<file path="src/ussu_pkg.sv">
// package for the universal serial shift unit: control encodings, reset
// values, counter constants and the packed carriers shared by its modules.
// assumes a single 200 MHz system clock domain; nothing else is needed.
//
// Overview of operation
// RULE_01 - eight-bit shift register, read and written directly, msb drives chosen pin
// RULE_02 - transparent output latch makes output change opposite to input sampling edge; with negative-edge clock, output changes on the sampling edge
// RULE_03 - serial input always sampled from data input pin in every wire mode
// RULE_04 - four-bit counter readable and writable, raises overflow request
// RULE_05 - register and counter clocked together from pin, timer match or software
// RULE_06 - external clock source: counter increments on both serial clock edges
// RULE_07 - two-wire: start detection flags and clock held low after start or overflow
// RULE_08 - three-wire works like spi modes zero and one, no slave select
// RULE_09 - two linked shift registers swap contents after eight clocks, overflow marks done
// RULE_10 - master clock made by toggling clock pin or writing toggle strobe
// RULE_11 - alternating toggle and software strobes give serial clock at quarter system rate
// RULE_12 - two-wire follows i2c on clock and data lines, no slew or filter
// RULE_13 - two-wire master clocks in software; only slave uses clock hold; shifting automatic
// RULE_14 - two-wire should shift on negative clock edge
// RULE_15 - master checks clock line really released after raising it
// RULE_16 - master signals start by pulling data low while clock high
// RULE_17 - start flag set; after next falling clock, clock held low until flag cleared
// RULE_18 - slave shifts data line in on each rising clock edge
// RULE_19 - after eight bits counter overflows and clock held low
// RULE_20 - addressed slave drives ack low; counter loaded with fourteen to hold after ack
// RULE_21 - read/write bit chooses which party enables its data output
// RULE_22 - further bytes keep direction until stop or repeated start
// RULE_23 - overflow flag set on fifteen to zero wrap, cleared by writing one
// RULE_24 - start flag cleared only by writing one, releasing start hold
// RULE_25 - serial clock in same cycle as data write: write kept, no shift
// RULE_26 - two-wire stop sets stop flag, cleared by writing one, no interrupt
// RULE_27 - start and overflow flags drive interrupt outputs, each gated by enable

package ussu_pkg;

    localparam int data_width = 8;
    localparam int count_width = 4;

    localparam logic [7:0] data_reset = 8'h00;
    localparam logic [3:0] count_reset = 4'h0;
    localparam logic [3:0] count_max = 4'hf;
    localparam logic [3:0] count_ack_load = 4'he;
    localparam int msb_pos = 7;

    // wire mode: high bit and wire_mode_select_low
    typedef enum logic [1:0] {
        ussu_wm_off = 2'h0,
        ussu_wm_three = 2'h1,
        ussu_wm_two = 2'h2,
        ussu_wm_two_hold = 2'h3
    } ussu_wire_mode_type;

    // clock source: clock_source_select_high, clock_source_select_low
    typedef enum logic [1:0] {
        ussu_cs_soft = 2'h0,
        ussu_cs_timer = 2'h1,
        ussu_cs_ext_pos = 2'h2,
        ussu_cs_ext_neg = 2'h3
    } ussu_clock_source_type;

    typedef struct packed {
        ussu_wire_mode_type wire_mode;
        ussu_clock_source_type clock_source;
        logic start_irq_enable;
        logic overflow_irq_enable;
        logic software_clock_strobe;
        logic clock_toggle_strobe;
    } ussu_control_type;

    typedef struct packed {
        logic start_condition_flag;
        logic counter_overflow_flag;
        logic stop_condition_flag;
        logic data_collision;
        logic [3:0] count;
    } ussu_status_type;

    // one-cycle write strobes with their data
    typedef struct packed {
        logic data_write;
        logic [7:0] data_value;
        logic count_write;
        logic [3:0] count_value;
        logic clear_start;
        logic clear_overflow;
        logic clear_stop;
    } ussu_write_type;

endpackage

</file>
<file path="src/ussu_core.sv">
// universal serial shift unit: shift register, bit counter, output latch,
// start/stop detection and two-wire clock hold.
// assumes cpu strobes arrive on sys_clk; pins are asynchronous and are
// synchronised here. open-drain style pins use output enables that are low
// while the unit drives the pin.
`timescale 1ns/1ps

module ussu_core (
    input wire logic sys_clk,
    input wire logic rst_n,
    input wire ussu_pkg::ussu_control_type control,
    input wire ussu_pkg::ussu_write_type cpu_write,
    input wire logic timer_match,
    input wire logic serial_data_input_pin,
    input wire logic serial_clock_pin,
    input wire logic port_clock_level,
    input wire logic port_clock_dir,
    input wire logic port_data_level,
    input wire logic data_dir,
    output logic [7:0] shift_data_register,
    output ussu_pkg::ussu_status_type serial_status_register,
    output logic data_out_pin,
    output logic data_out_oe_n,
    output logic sda_out,
    output logic sda_oe_n,
    output logic scl_out,
    output logic scl_oe_n,
    output logic start_irq,
    output logic overflow_irq
);

    ////////////////////////////////////////////////////////////////////////
    // pin synchronisation and edge detection

    logic [1:0] pins_sync;
    logic data_in;
    logic clock_in;
    logic data_in_prev;
    logic clock_in_prev;
    logic clock_rise;
    logic clock_fall;
    logic [7:0] shift_reg;
    logic [3:0] count;
    logic out_latch;
    logic toggle_level;
    logic start_flag;
    logic overflow_flag;
    logic stop_flag;
    logic start_hold;
    logic two_wire;
    logic external_clock;
    logic shift_tick;
    logic count_tick;
    logic start_seen;
    logic stop_seen;
    logic wrap;
    logic latch_open;
    logic clock_pin_drive;
    logic [7:0] next_shift;
    logic [3:0] next_count;

    ussu_sync #(
        .width(2)
    ) pin_sync (
        .sys_clk(sys_clk),
        .rst_n(rst_n),
        .async_in({serial_data_input_pin, serial_clock_pin}),
        .sync_out(pins_sync)
    );

    // RULE_03
    assign data_in = pins_sync[1];
    assign clock_in = pins_sync[0];

    always_ff @(posedge sys_clk)
    begin
        if (!rst_n)
        begin
            data_in_prev <= 1'b1;
            clock_in_prev <= 1'b1;
        end
        else
        begin
            data_in_prev <= data_in;
            clock_in_prev <= clock_in;
        end
    end

    assign clock_rise = clock_in && !clock_in_prev;
    assign clock_fall = !clock_in && clock_in_prev;

    ////////////////////////////////////////////////////////////////////////
    // clock source selection

    function automatic logic is_two_wire(
        input ussu_pkg::ussu_wire_mode_type mode
    );
        is_two_wire = (mode == ussu_pkg::ussu_wm_two) ||
            (mode == ussu_pkg::ussu_wm_two_hold);
    endfunction

    assign two_wire = is_two_wire(control.wire_mode);
    assign external_clock = control.clock_source[1];

    // RULE_05 RULE_10
    always_comb
    begin
        shift_tick = 1'b0;
        count_tick = 1'b0;
        case (control.clock_source)
            ussu_pkg::ussu_cs_soft:
            begin
                shift_tick = control.software_clock_strobe;
                count_tick = control.software_clock_strobe |
                    control.clock_toggle_strobe;
            end
            ussu_pkg::ussu_cs_timer:
            begin
                shift_tick = timer_match;
                count_tick = timer_match;
            end
            ussu_pkg::ussu_cs_ext_pos:
            begin
                // RULE_18
                shift_tick = clock_rise;
                // RULE_06
                count_tick = control.software_clock_strobe ?
                    control.clock_toggle_strobe : (clock_rise | clock_fall);
            end
            ussu_pkg::ussu_cs_ext_neg:
            begin
                // RULE_14
                shift_tick = clock_fall;
                count_tick = control.software_clock_strobe ?
                    control.clock_toggle_strobe : (clock_rise | clock_fall);
            end
            default:
            begin
                shift_tick = 1'b0;
                count_tick = 1'b0;
            end
        endcase
    end

    ////////////////////////////////////////////////////////////////////////
    // shift register and counter

    // a write wins over a coincident serial clock
    always_comb
    begin
        next_shift = shift_reg;
        if (cpu_write.data_write)
        begin
            next_shift = cpu_write.data_value; // RULE_25
        end
        else if (shift_tick)
        begin
            next_shift = {shift_reg[6:0], data_in}; // RULE_09
        end
    end

    always_ff @(posedge sys_clk)
    begin
        if (!rst_n)
        begin
            shift_reg <= ussu_pkg::data_reset;
        end
        else
        begin
            shift_reg <= next_shift; // RULE_01
        end
    end

    assign wrap = count_tick && (count == ussu_pkg::count_max);

    always_comb
    begin
        next_count = count;
        if (cpu_write.count_write)
        begin
            // software loads 14 here to hold the clock after an ack
            next_count = cpu_write.count_value; // RULE_20
        end
        else if (count_tick)
        begin
            next_count = count + 4'h1; // RULE_04
        end
    end

    always_ff @(posedge sys_clk)
    begin
        if (!rst_n)
        begin
            count <= ussu_pkg::count_reset;
        end
        else
        begin
            count <= next_count;
        end
    end

    ////////////////////////////////////////////////////////////////////////
    // output latch

    // open all the time with internal clocks; with an external clock it
    // opens only in the low half so output moves on the falling edge
    assign latch_open = !external_clock || !clock_in; // RULE_02

    always_ff @(posedge sys_clk)
    begin
        if (!rst_n)
        begin
            out_latch <= 1'b0;
        end
        else if (latch_open)
        begin
            out_latch <= next_shift[ussu_pkg::msb_pos]; // RULE_02
        end
    end

    ////////////////////////////////////////////////////////////////////////
    // start and stop detection, flags

    // RULE_12 RULE_16
    assign start_seen = two_wire && clock_in && data_in_prev && !data_in;
    assign stop_seen = two_wire && clock_in && !data_in_prev && data_in;

    // set wins over a coincident clear on every flag
    always_ff @(posedge sys_clk)
    begin
        if (!rst_n)
        begin
            start_flag <= 1'b0;
        end
        else if (two_wire ? start_seen : count_tick)
        begin
            start_flag <= 1'b1; // RULE_07
        end
        else if (cpu_write.clear_start)
        begin
            start_flag <= 1'b0; // RULE_24
        end
    end

    always_ff @(posedge sys_clk)
    begin
        if (!rst_n)
        begin
            overflow_flag <= 1'b0;
        end
        else if (wrap && !cpu_write.count_write)
        begin
            overflow_flag <= 1'b1; // RULE_23
        end
        else if (cpu_write.clear_overflow)
        begin
            overflow_flag <= 1'b0; // RULE_23
        end
    end

    always_ff @(posedge sys_clk)
    begin
        if (!rst_n)
        begin
            stop_flag <= 1'b0;
        end
        else if (stop_seen)
        begin
            stop_flag <= 1'b1; // RULE_26
        end
        else if (cpu_write.clear_stop)
        begin
            stop_flag <= 1'b0; // RULE_26
        end
    end

    // hold starts on the first falling scl after start, not at the start
    always_ff @(posedge sys_clk)
    begin
        if (!rst_n)
        begin
            start_hold <= 1'b0;
        end
        else if (!start_flag || !two_wire)
        begin
            start_hold <= 1'b0; // RULE_24
        end
        else if (clock_fall)
        begin
            start_hold <= 1'b1; // RULE_17
        end
    end

    ////////////////////////////////////////////////////////////////////////
    // clock toggle and pin drive

    // the toggle strobe flips an internal clock level like the port bit would
    always_ff @(posedge sys_clk)
    begin
        if (!rst_n)
        begin
            toggle_level <= 1'b1;
        end
        else if (control.clock_toggle_strobe)
        begin
            toggle_level <= !toggle_level; // RULE_10 RULE_11
        end
    end

    assign clock_pin_drive = port_clock_level ^ !toggle_level;

    // RULE_07 RULE_13 RULE_19: only two_wire_hold mode stretches on overflow
    always_comb
    begin
        scl_out = 1'b0;
        scl_oe_n = 1'b1;
        if (two_wire)
        begin
            if (start_hold ||
                (overflow_flag &&
                 control.wire_mode == ussu_pkg::ussu_wm_two_hold))
            begin
                scl_oe_n = 1'b0;
            end
            else if (port_clock_dir && !clock_pin_drive)
            begin
                scl_oe_n = 1'b0;
            end
        end
        else if (port_clock_dir)
        begin
            scl_out = clock_pin_drive;
            scl_oe_n = 1'b0;
        end
    end

    // RULE_08 RULE_21 RULE_22: direction bit decides who drives data
    always_comb
    begin
        data_out_pin = out_latch;
        data_out_oe_n = !(data_dir &&
            control.wire_mode == ussu_pkg::ussu_wm_three);
        sda_out = 1'b0;
        sda_oe_n = !(data_dir && two_wire &&
            (!out_latch || !port_data_level));
    end

    ////////////////////////////////////////////////////////////////////////
    // status and interrupt requests

    always_comb
    begin
        shift_data_register = shift_reg;
        serial_status_register.start_condition_flag = start_flag;
        serial_status_register.counter_overflow_flag = overflow_flag;
        serial_status_register.stop_condition_flag = stop_flag;
        serial_status_register.data_collision =
            two_wire && (shift_reg[ussu_pkg::msb_pos] != data_in);
        serial_status_register.count = count;
        start_irq = start_flag && control.start_irq_enable; // RULE_27
        overflow_irq = overflow_flag && control.overflow_irq_enable; // RULE_27
    end

endmodule

</file>
<file path="src/ussu_sync.sv">
// two-flop synchroniser for the pin inputs of the serial shift unit.
// assumes inputs are asynchronous to sys_clk; output is sys_clk aligned.
`timescale 1ns/1ps

module ussu_sync #(
    parameter int width = 3
) (
    input wire logic sys_clk,
    input wire logic rst_n,
    input wire logic [width-1:0] async_in,
    output logic [width-1:0] sync_out
);

    logic [width-1:0] stage_one;

    // first stage feeds only the second; reset to idle-high line level
    always_ff @(posedge sys_clk)
    begin
        if (!rst_n)
        begin
            stage_one <= '1;
            sync_out <= '1;
        end
        else
        begin
            stage_one <= async_in;
            sync_out <= stage_one;
        end
    end

endmodule

</file>
<file path="config.mk">
export PLATFORM = sky130hd
export DESIGN_NAME = ussu_core
export DESIGN_NICKNAME = d
export VERILOG_FILES = /design/src/ussu_pkg.sv /design/src/ussu_core.sv /design/src/ussu_sync.sv
export SDC_FILE = /design/constraint.sdc
export NUM_CORES = 1
export LEC_CHECK = 0
export ABC_AREA = 1
export CORE_MARGIN = 5
export CORE_UTILIZATION = 30
export CTS_CLUSTER_SIZE = 16
export DETAILED_ROUTE_END_ITERATION = 8
export DONT_BUFFER_PORTS = 1
export PLACE_DENSITY = 0.54
export SKIP_LAST_GASP = 1
export SYNTH_ARGS = -nofsm -noshare
export SYNTH_HDL_FRONTEND = slang
export SYNTH_SLANG_ARGS = --single-unit
export TNS_END_PERCENT = 30
</file>
<file path="constraint.sdc">
create_clock -name sys_clk -period 1.7 [get_ports sys_clk]
set_input_delay 0.255 -clock sys_clk [delete_from_list [all_inputs] [get_ports sys_clk]]
set_output_delay 0.255 -clock sys_clk [all_outputs]
set_load 0.02 [all_outputs]
</file>
# Word level (Yosys, flattened, before mapping)
# Index checks and enable logic that the tools add are counted.
[totals]
reg_bits = 24
in_bits = 34
out_inout_bits = 24
wordCells = 90
[classes]
n_bitwise = 4
n_mux = 20
eq_ne = 8
reduce_logical = 44
add_sub_neg = 1
[ops]
columns = ["cell", "count"]
rows = [
  ["$logic_and A1 B1 Y1", 17],
  ["$mux W8", 2],
  ["$logic_not A1 Y1", 14],
  ["$mux W1", 14],
  ["$reduce_bool A2 Y1", 5],
  ["$eq A2 B2 Y1 const B", 4],
  ["$mux W4", 2],
  ["$logic_or A1 B1 Y1", 5],
  ["$add A4 B1 Y4 const B", 1],
  ["$eq A2 B1 Y1 const B", 2],
  ["$eq A4 B4 Y1 const B", 1],
  ["$pmux W1 S4", 1],
  ["$reduce_or A2 Y1", 2],
  ["$pmux W1 S3", 1],
  ["$logic_not A2 Y1", 1],
  ["$or A1 B1 Y1", 2],
  ["$ne A1 B1 Y1", 1],
  ["$not A1 Y1", 1],
  ["$xor A1 B1 Y1", 1],
]

# Depth between registers and ports, before layout
[depth]
word_depth = 8
depth_mapped = 12
ltp_nobuf = 12

# By module
# A second synthesis with hierarchy kept.
[hier_totals]
cells_unflattened = 186
hier_area_um2 = 1278.7
[by_module_without_submodules]
columns = ["mod", "cells_each", "seq_area_each_um2", "instances", "area_per_inst_um2"]
rows = [
  ["ussu_core", 174, 400.4, 1, 1168.6],
  ["ussu_sync", 12, 80.1, 1, 110.1],
]

# Least setup slack after synthesis
# Ideal clock, no wire load.
[synth_timing]
path_kind = "register to register"
start = "register pin_sync.sync_out[0]"
end = "register out_latch, in the netlist data_out_pin"
t_required_ps = 1591
n_path_buf = 0
period_less_slack_ps = 1282
setup_time_ps = 109
stages_incl_launch_ff = 13
arrival_ps = 1174
slack_ps = 418
cell_sequence = "dfxtp_1 -> inv_1 -> ha_1 -> inv_1 -> nand2_1 -> nand3_1 -> nand2_1 -> nand2_4 -> nand2_1 -> nand3_1 -> nand3_1 -> nand2_1 -> inv_1"
[synth_via]
elab_chain_len = 5
word_cells_on_any_way = 7
cone_classes = "3 x mux; 4 x reduce/logical"
[synth_rtl]
columns = ["item", "line", "rtl"]
rows = [
  ["start: declaration", "ussu_sync.sv:11", "output logic [width-1:0] sync_out"],
  ["start signal: assignment", "ussu_sync.sv:27", "sync_out <= stage_one;"],
  ["$logic_not A1 Y1", "ussu_core.sv:90, ussu_core.sv:207", ""],
  ["$logic_and A1 B1 Y1", "ussu_core.sv:90", "assign clock_fall = !clock_in && clock_in_prev;"],
  ["$pmux W1 S4", "ussu_core.sv:110", "case (control.clock_source)"],
  ["$mux W8", "ussu_core.sv:156", "else if (shift_tick)"],
  ["$mux W8", "ussu_core.sv:152", "if (cpu_write.data_write)"],
  ["end signal: assignment", "ussu_core.sv:217", "out_latch <= next_shift[ussu_pkg::msb_pos];"],
  ["end: declaration", "ussu_core.sv:44", "logic out_latch;"],
]
# Several ways; a longest one is shown, not always the timed one. The select of a mux whose other input is x is not followed.
# A chain may end at the register's enable or synchronous reset.

==> impl_metrics.tcl <==
set metrics [dict create \
    hp-class "in2reg" \
    synth_nets 222 \
    place_inst 229 \
    clock_power_share 0.315 \
    netlist_area_um2 1280 \
    dieArea_um2 5680 \
    drive_gt1_frac 0.104 \
    numCtsBuffers 3 \
    seq_area_frac_synth 0.375 \
    ys_seq_elements 24 \
    cts_hold_buf 0 \
    rows 23 \
    fin_nets 221 \
    crit_buf_inv 1 \
    seq_power_share 0.538 \
    async_flop_share 0 \
    synthCells 185 \
    outcome "complete, no violations" \
    clock-sinks 24 \
    totalWireLength_mm 2.93 \
    grt_pass1_vias 1010 \
    cts_buffer_depth 2 \
    yosys_warnings 0 \
    grt_max_degree 19 \
    die_y_um 75.4 \
    peakVddDrop_mv 0.264 \
    ant_nets 0 \
    synthTopCellsByArea "dfxtp_1, nand2_1, inv_1" \
    area_growth_pct 6.45 \
    p_sw_frac 0.287 \
    critPathMaxFanout 3 \
    r2r_setup_slack_ps 260 \
    critPathTopFamily "flip-flops" \
    num_antenna_cells 0 \
    max_cap_viol_count 0 \
    fmax_mhz 655 \
    fin_cells 233 \
    core_um2 4060 \
    cts-root-buf "clkbuf_8" \
    cts_setup_buffers 0 \
    startpoint_type "flip-flop" \
    setup_violations 0 \
    start_util 0.316 \
    portBuffers 0 \
    cp.arrival_ps 1270 \
    hold_viol 0 \
    worstMarginPinSlew_ps 543 \
    clk_latency_ps 260 \
    clk_pin_slew_worst_paths_ps 90 \
    drc_errors 0 \
    antenna_found_initial 0 \
    synth_edf_count 0 \
    crit_type "reg2out" \
    powerDensity_nw_per_um2 894 \
    synthFlopType "dfxtp_1" \
    gp_congestion 0.768 \
    layout_commonest_cell "nand2_1" \
    crit_path_end_kind "output pin" \
    dr.pass1.iters 4 \
    crit_required_ps 1440 \
    synth_top_area_cell "dfxtp_1" \
    final_cell_mix "nand2_1, inv_1, dfxtp_1" \
    avgViaCountPerCell 4.59 \
    timing.slew.headroom 0.637 \
    crit_path_max_incr_delay_ps 460 \
    critPathSlowestCell "dfxtp_1" \
    cts_tree "yes" \
    min_period_ps 1530 \
    fin_crit_sh 0.898 \
    dpl.hpwl_mm 2.35 \
    synth_top_area_frac 0.375 \
    synthDistinctLibCells 29 \
    path_cells "inv_1 > a21oi_1" \
    ioPinCount 58 \
    htreeDepth 1 \
    drtIter0Drc 83 \
    die_x_um 75.4 \
    avgSynthCellArea_um2 6.93 \
    grt_pass1_wl_mm 4.58 \
    rsz0062_at_grt "false" \
    wl_per_cell_um 12.6 \
    grt-ovfl-total 0 \
    p_int_mw 0.870 \
    p_sw_mw 0.350 \
    power_frac_comb 0.148 \
    vias 1070 \
    worst_clock_skew_ps 6.19 \
    p_leak_nw 0.653 \
    grt.total_usage 0.106 \
    setup_tns_ps 0 \
    cts_resized 0 \
    drv_slew 0 \
]
## metrics by stage
stage | setup slack (ps) | hold slack [ps] | total power [mW] | util | cell area [um^2]
global placement | 340 | 327 | 0.853 | 0.323 | 1310
floorplan | 418 | 324 | 0.826 | - | 1280
global route | 76.7 | 41.9 | 1.30 | 0.336 | 1360
detailed placement | 276 | 328 | 0.853 | 0.323 | 1310
finish | 173 | 57.2 | 1.22 | 0.336 | 1360
CTS | 150 | 47.0 | 1.25 | 0.336 | 1360
## per-layer routing
metal / global-route usage / vias up / routed length, um
li1: - / 575 / -
met1: 0.128 / 465 / 1200
met2: 0.177 / 28 / 1440
met3: 0.0330 / 2 / 247
met4: 0.0408 / 0 / 34
met5: 0 / - / 0
## layout make-up
cell class,count,area [um^2]
Clock buffer,4,55.1
Inverter,27,104
Multi-Input combinational cell,127,654
Tap cell,50,62.6
Fill cell,443,2690
Timing Repair Buffer,1,7.51
Sequential cell,24,480
## cell usage after synthesis, types with 2 or more instances
cell type   n
nor2_1     21
nor3_1      2
nand2_4     2
dfxtp_1    24
o21ai_1     3
o21ai_0    12
a21oi_1    14
inv_1      25
nand3_1    10
or2_2       5
buf_4       4
nand2_1    42
nand4_1     2
xnor2_1     2
ha_1        3
## registers in the layout, indices dropped and copies added (netlist names)
register / cells
count: 4
pin_sync.stage_one: 2
data_in_prev: 1
clock_in_prev: 1
start_hold: 1
overflow_flag: 1
start_flag: 1
pin_sync.sync_out: 2
toggle_level: 1
shift_data_register: 8
stop_flag: 1
data_out_pin: 1
## power groups by stage
stage               Sequential, mW  Combinational (mW)  Clock (mW)
floorplan                    0.660               0.166           0
global placement             0.671               0.182           0
detailed placement           0.671               0.182           0
CTS                          0.658               0.183       0.407
global route                 0.663               0.211       0.423
finish                       0.656               0.180       0.384
## path summary, 6_finish.rpt
check / from / endpoint / cells after the start
worst max-delay path: shift_data_register[7]$_SDFF_PN0_ / serial_status_register[4] / 2
worst min-delay path: rst_n / data_in_prev$_SDFF_PN1_ / 1
worst max register to register: pin_sync.sync_out[0]$_SDFF_PN1_ / data_out_pin$_SDFFE_PN0P_ / 12
worst min register to register: pin_sync.stage_one[1]$_SDFF_PN1_ / pin_sync.sync_out[1]$_SDFF_PN1_ / 1
## logic make-up after synthesis
logic type / synth area share
AND/OR/NAND/NOR: 0.310
buffers and inverters: 0.114
AO/OA/AOI/OAI: 0.148
flip-flops: 0.375
XOR/XNOR: 0.0205
adder cells (fa/ha/maj): 0.0293
other: 0.00293
## worst register-to-register path, stage by stage (launching register included)
cell,delay [ps]
dfxtp_1,390
inv_1,80
ha_1,190
inv_1,50
nand2_1,40
nand3_1,70
nand2_1,90
nand2_4,120
nand2_1,60
nand3_1,80
nand3_1,70
nand2_1,60
inv_1,30
Power figures use the tool's default switching activity.
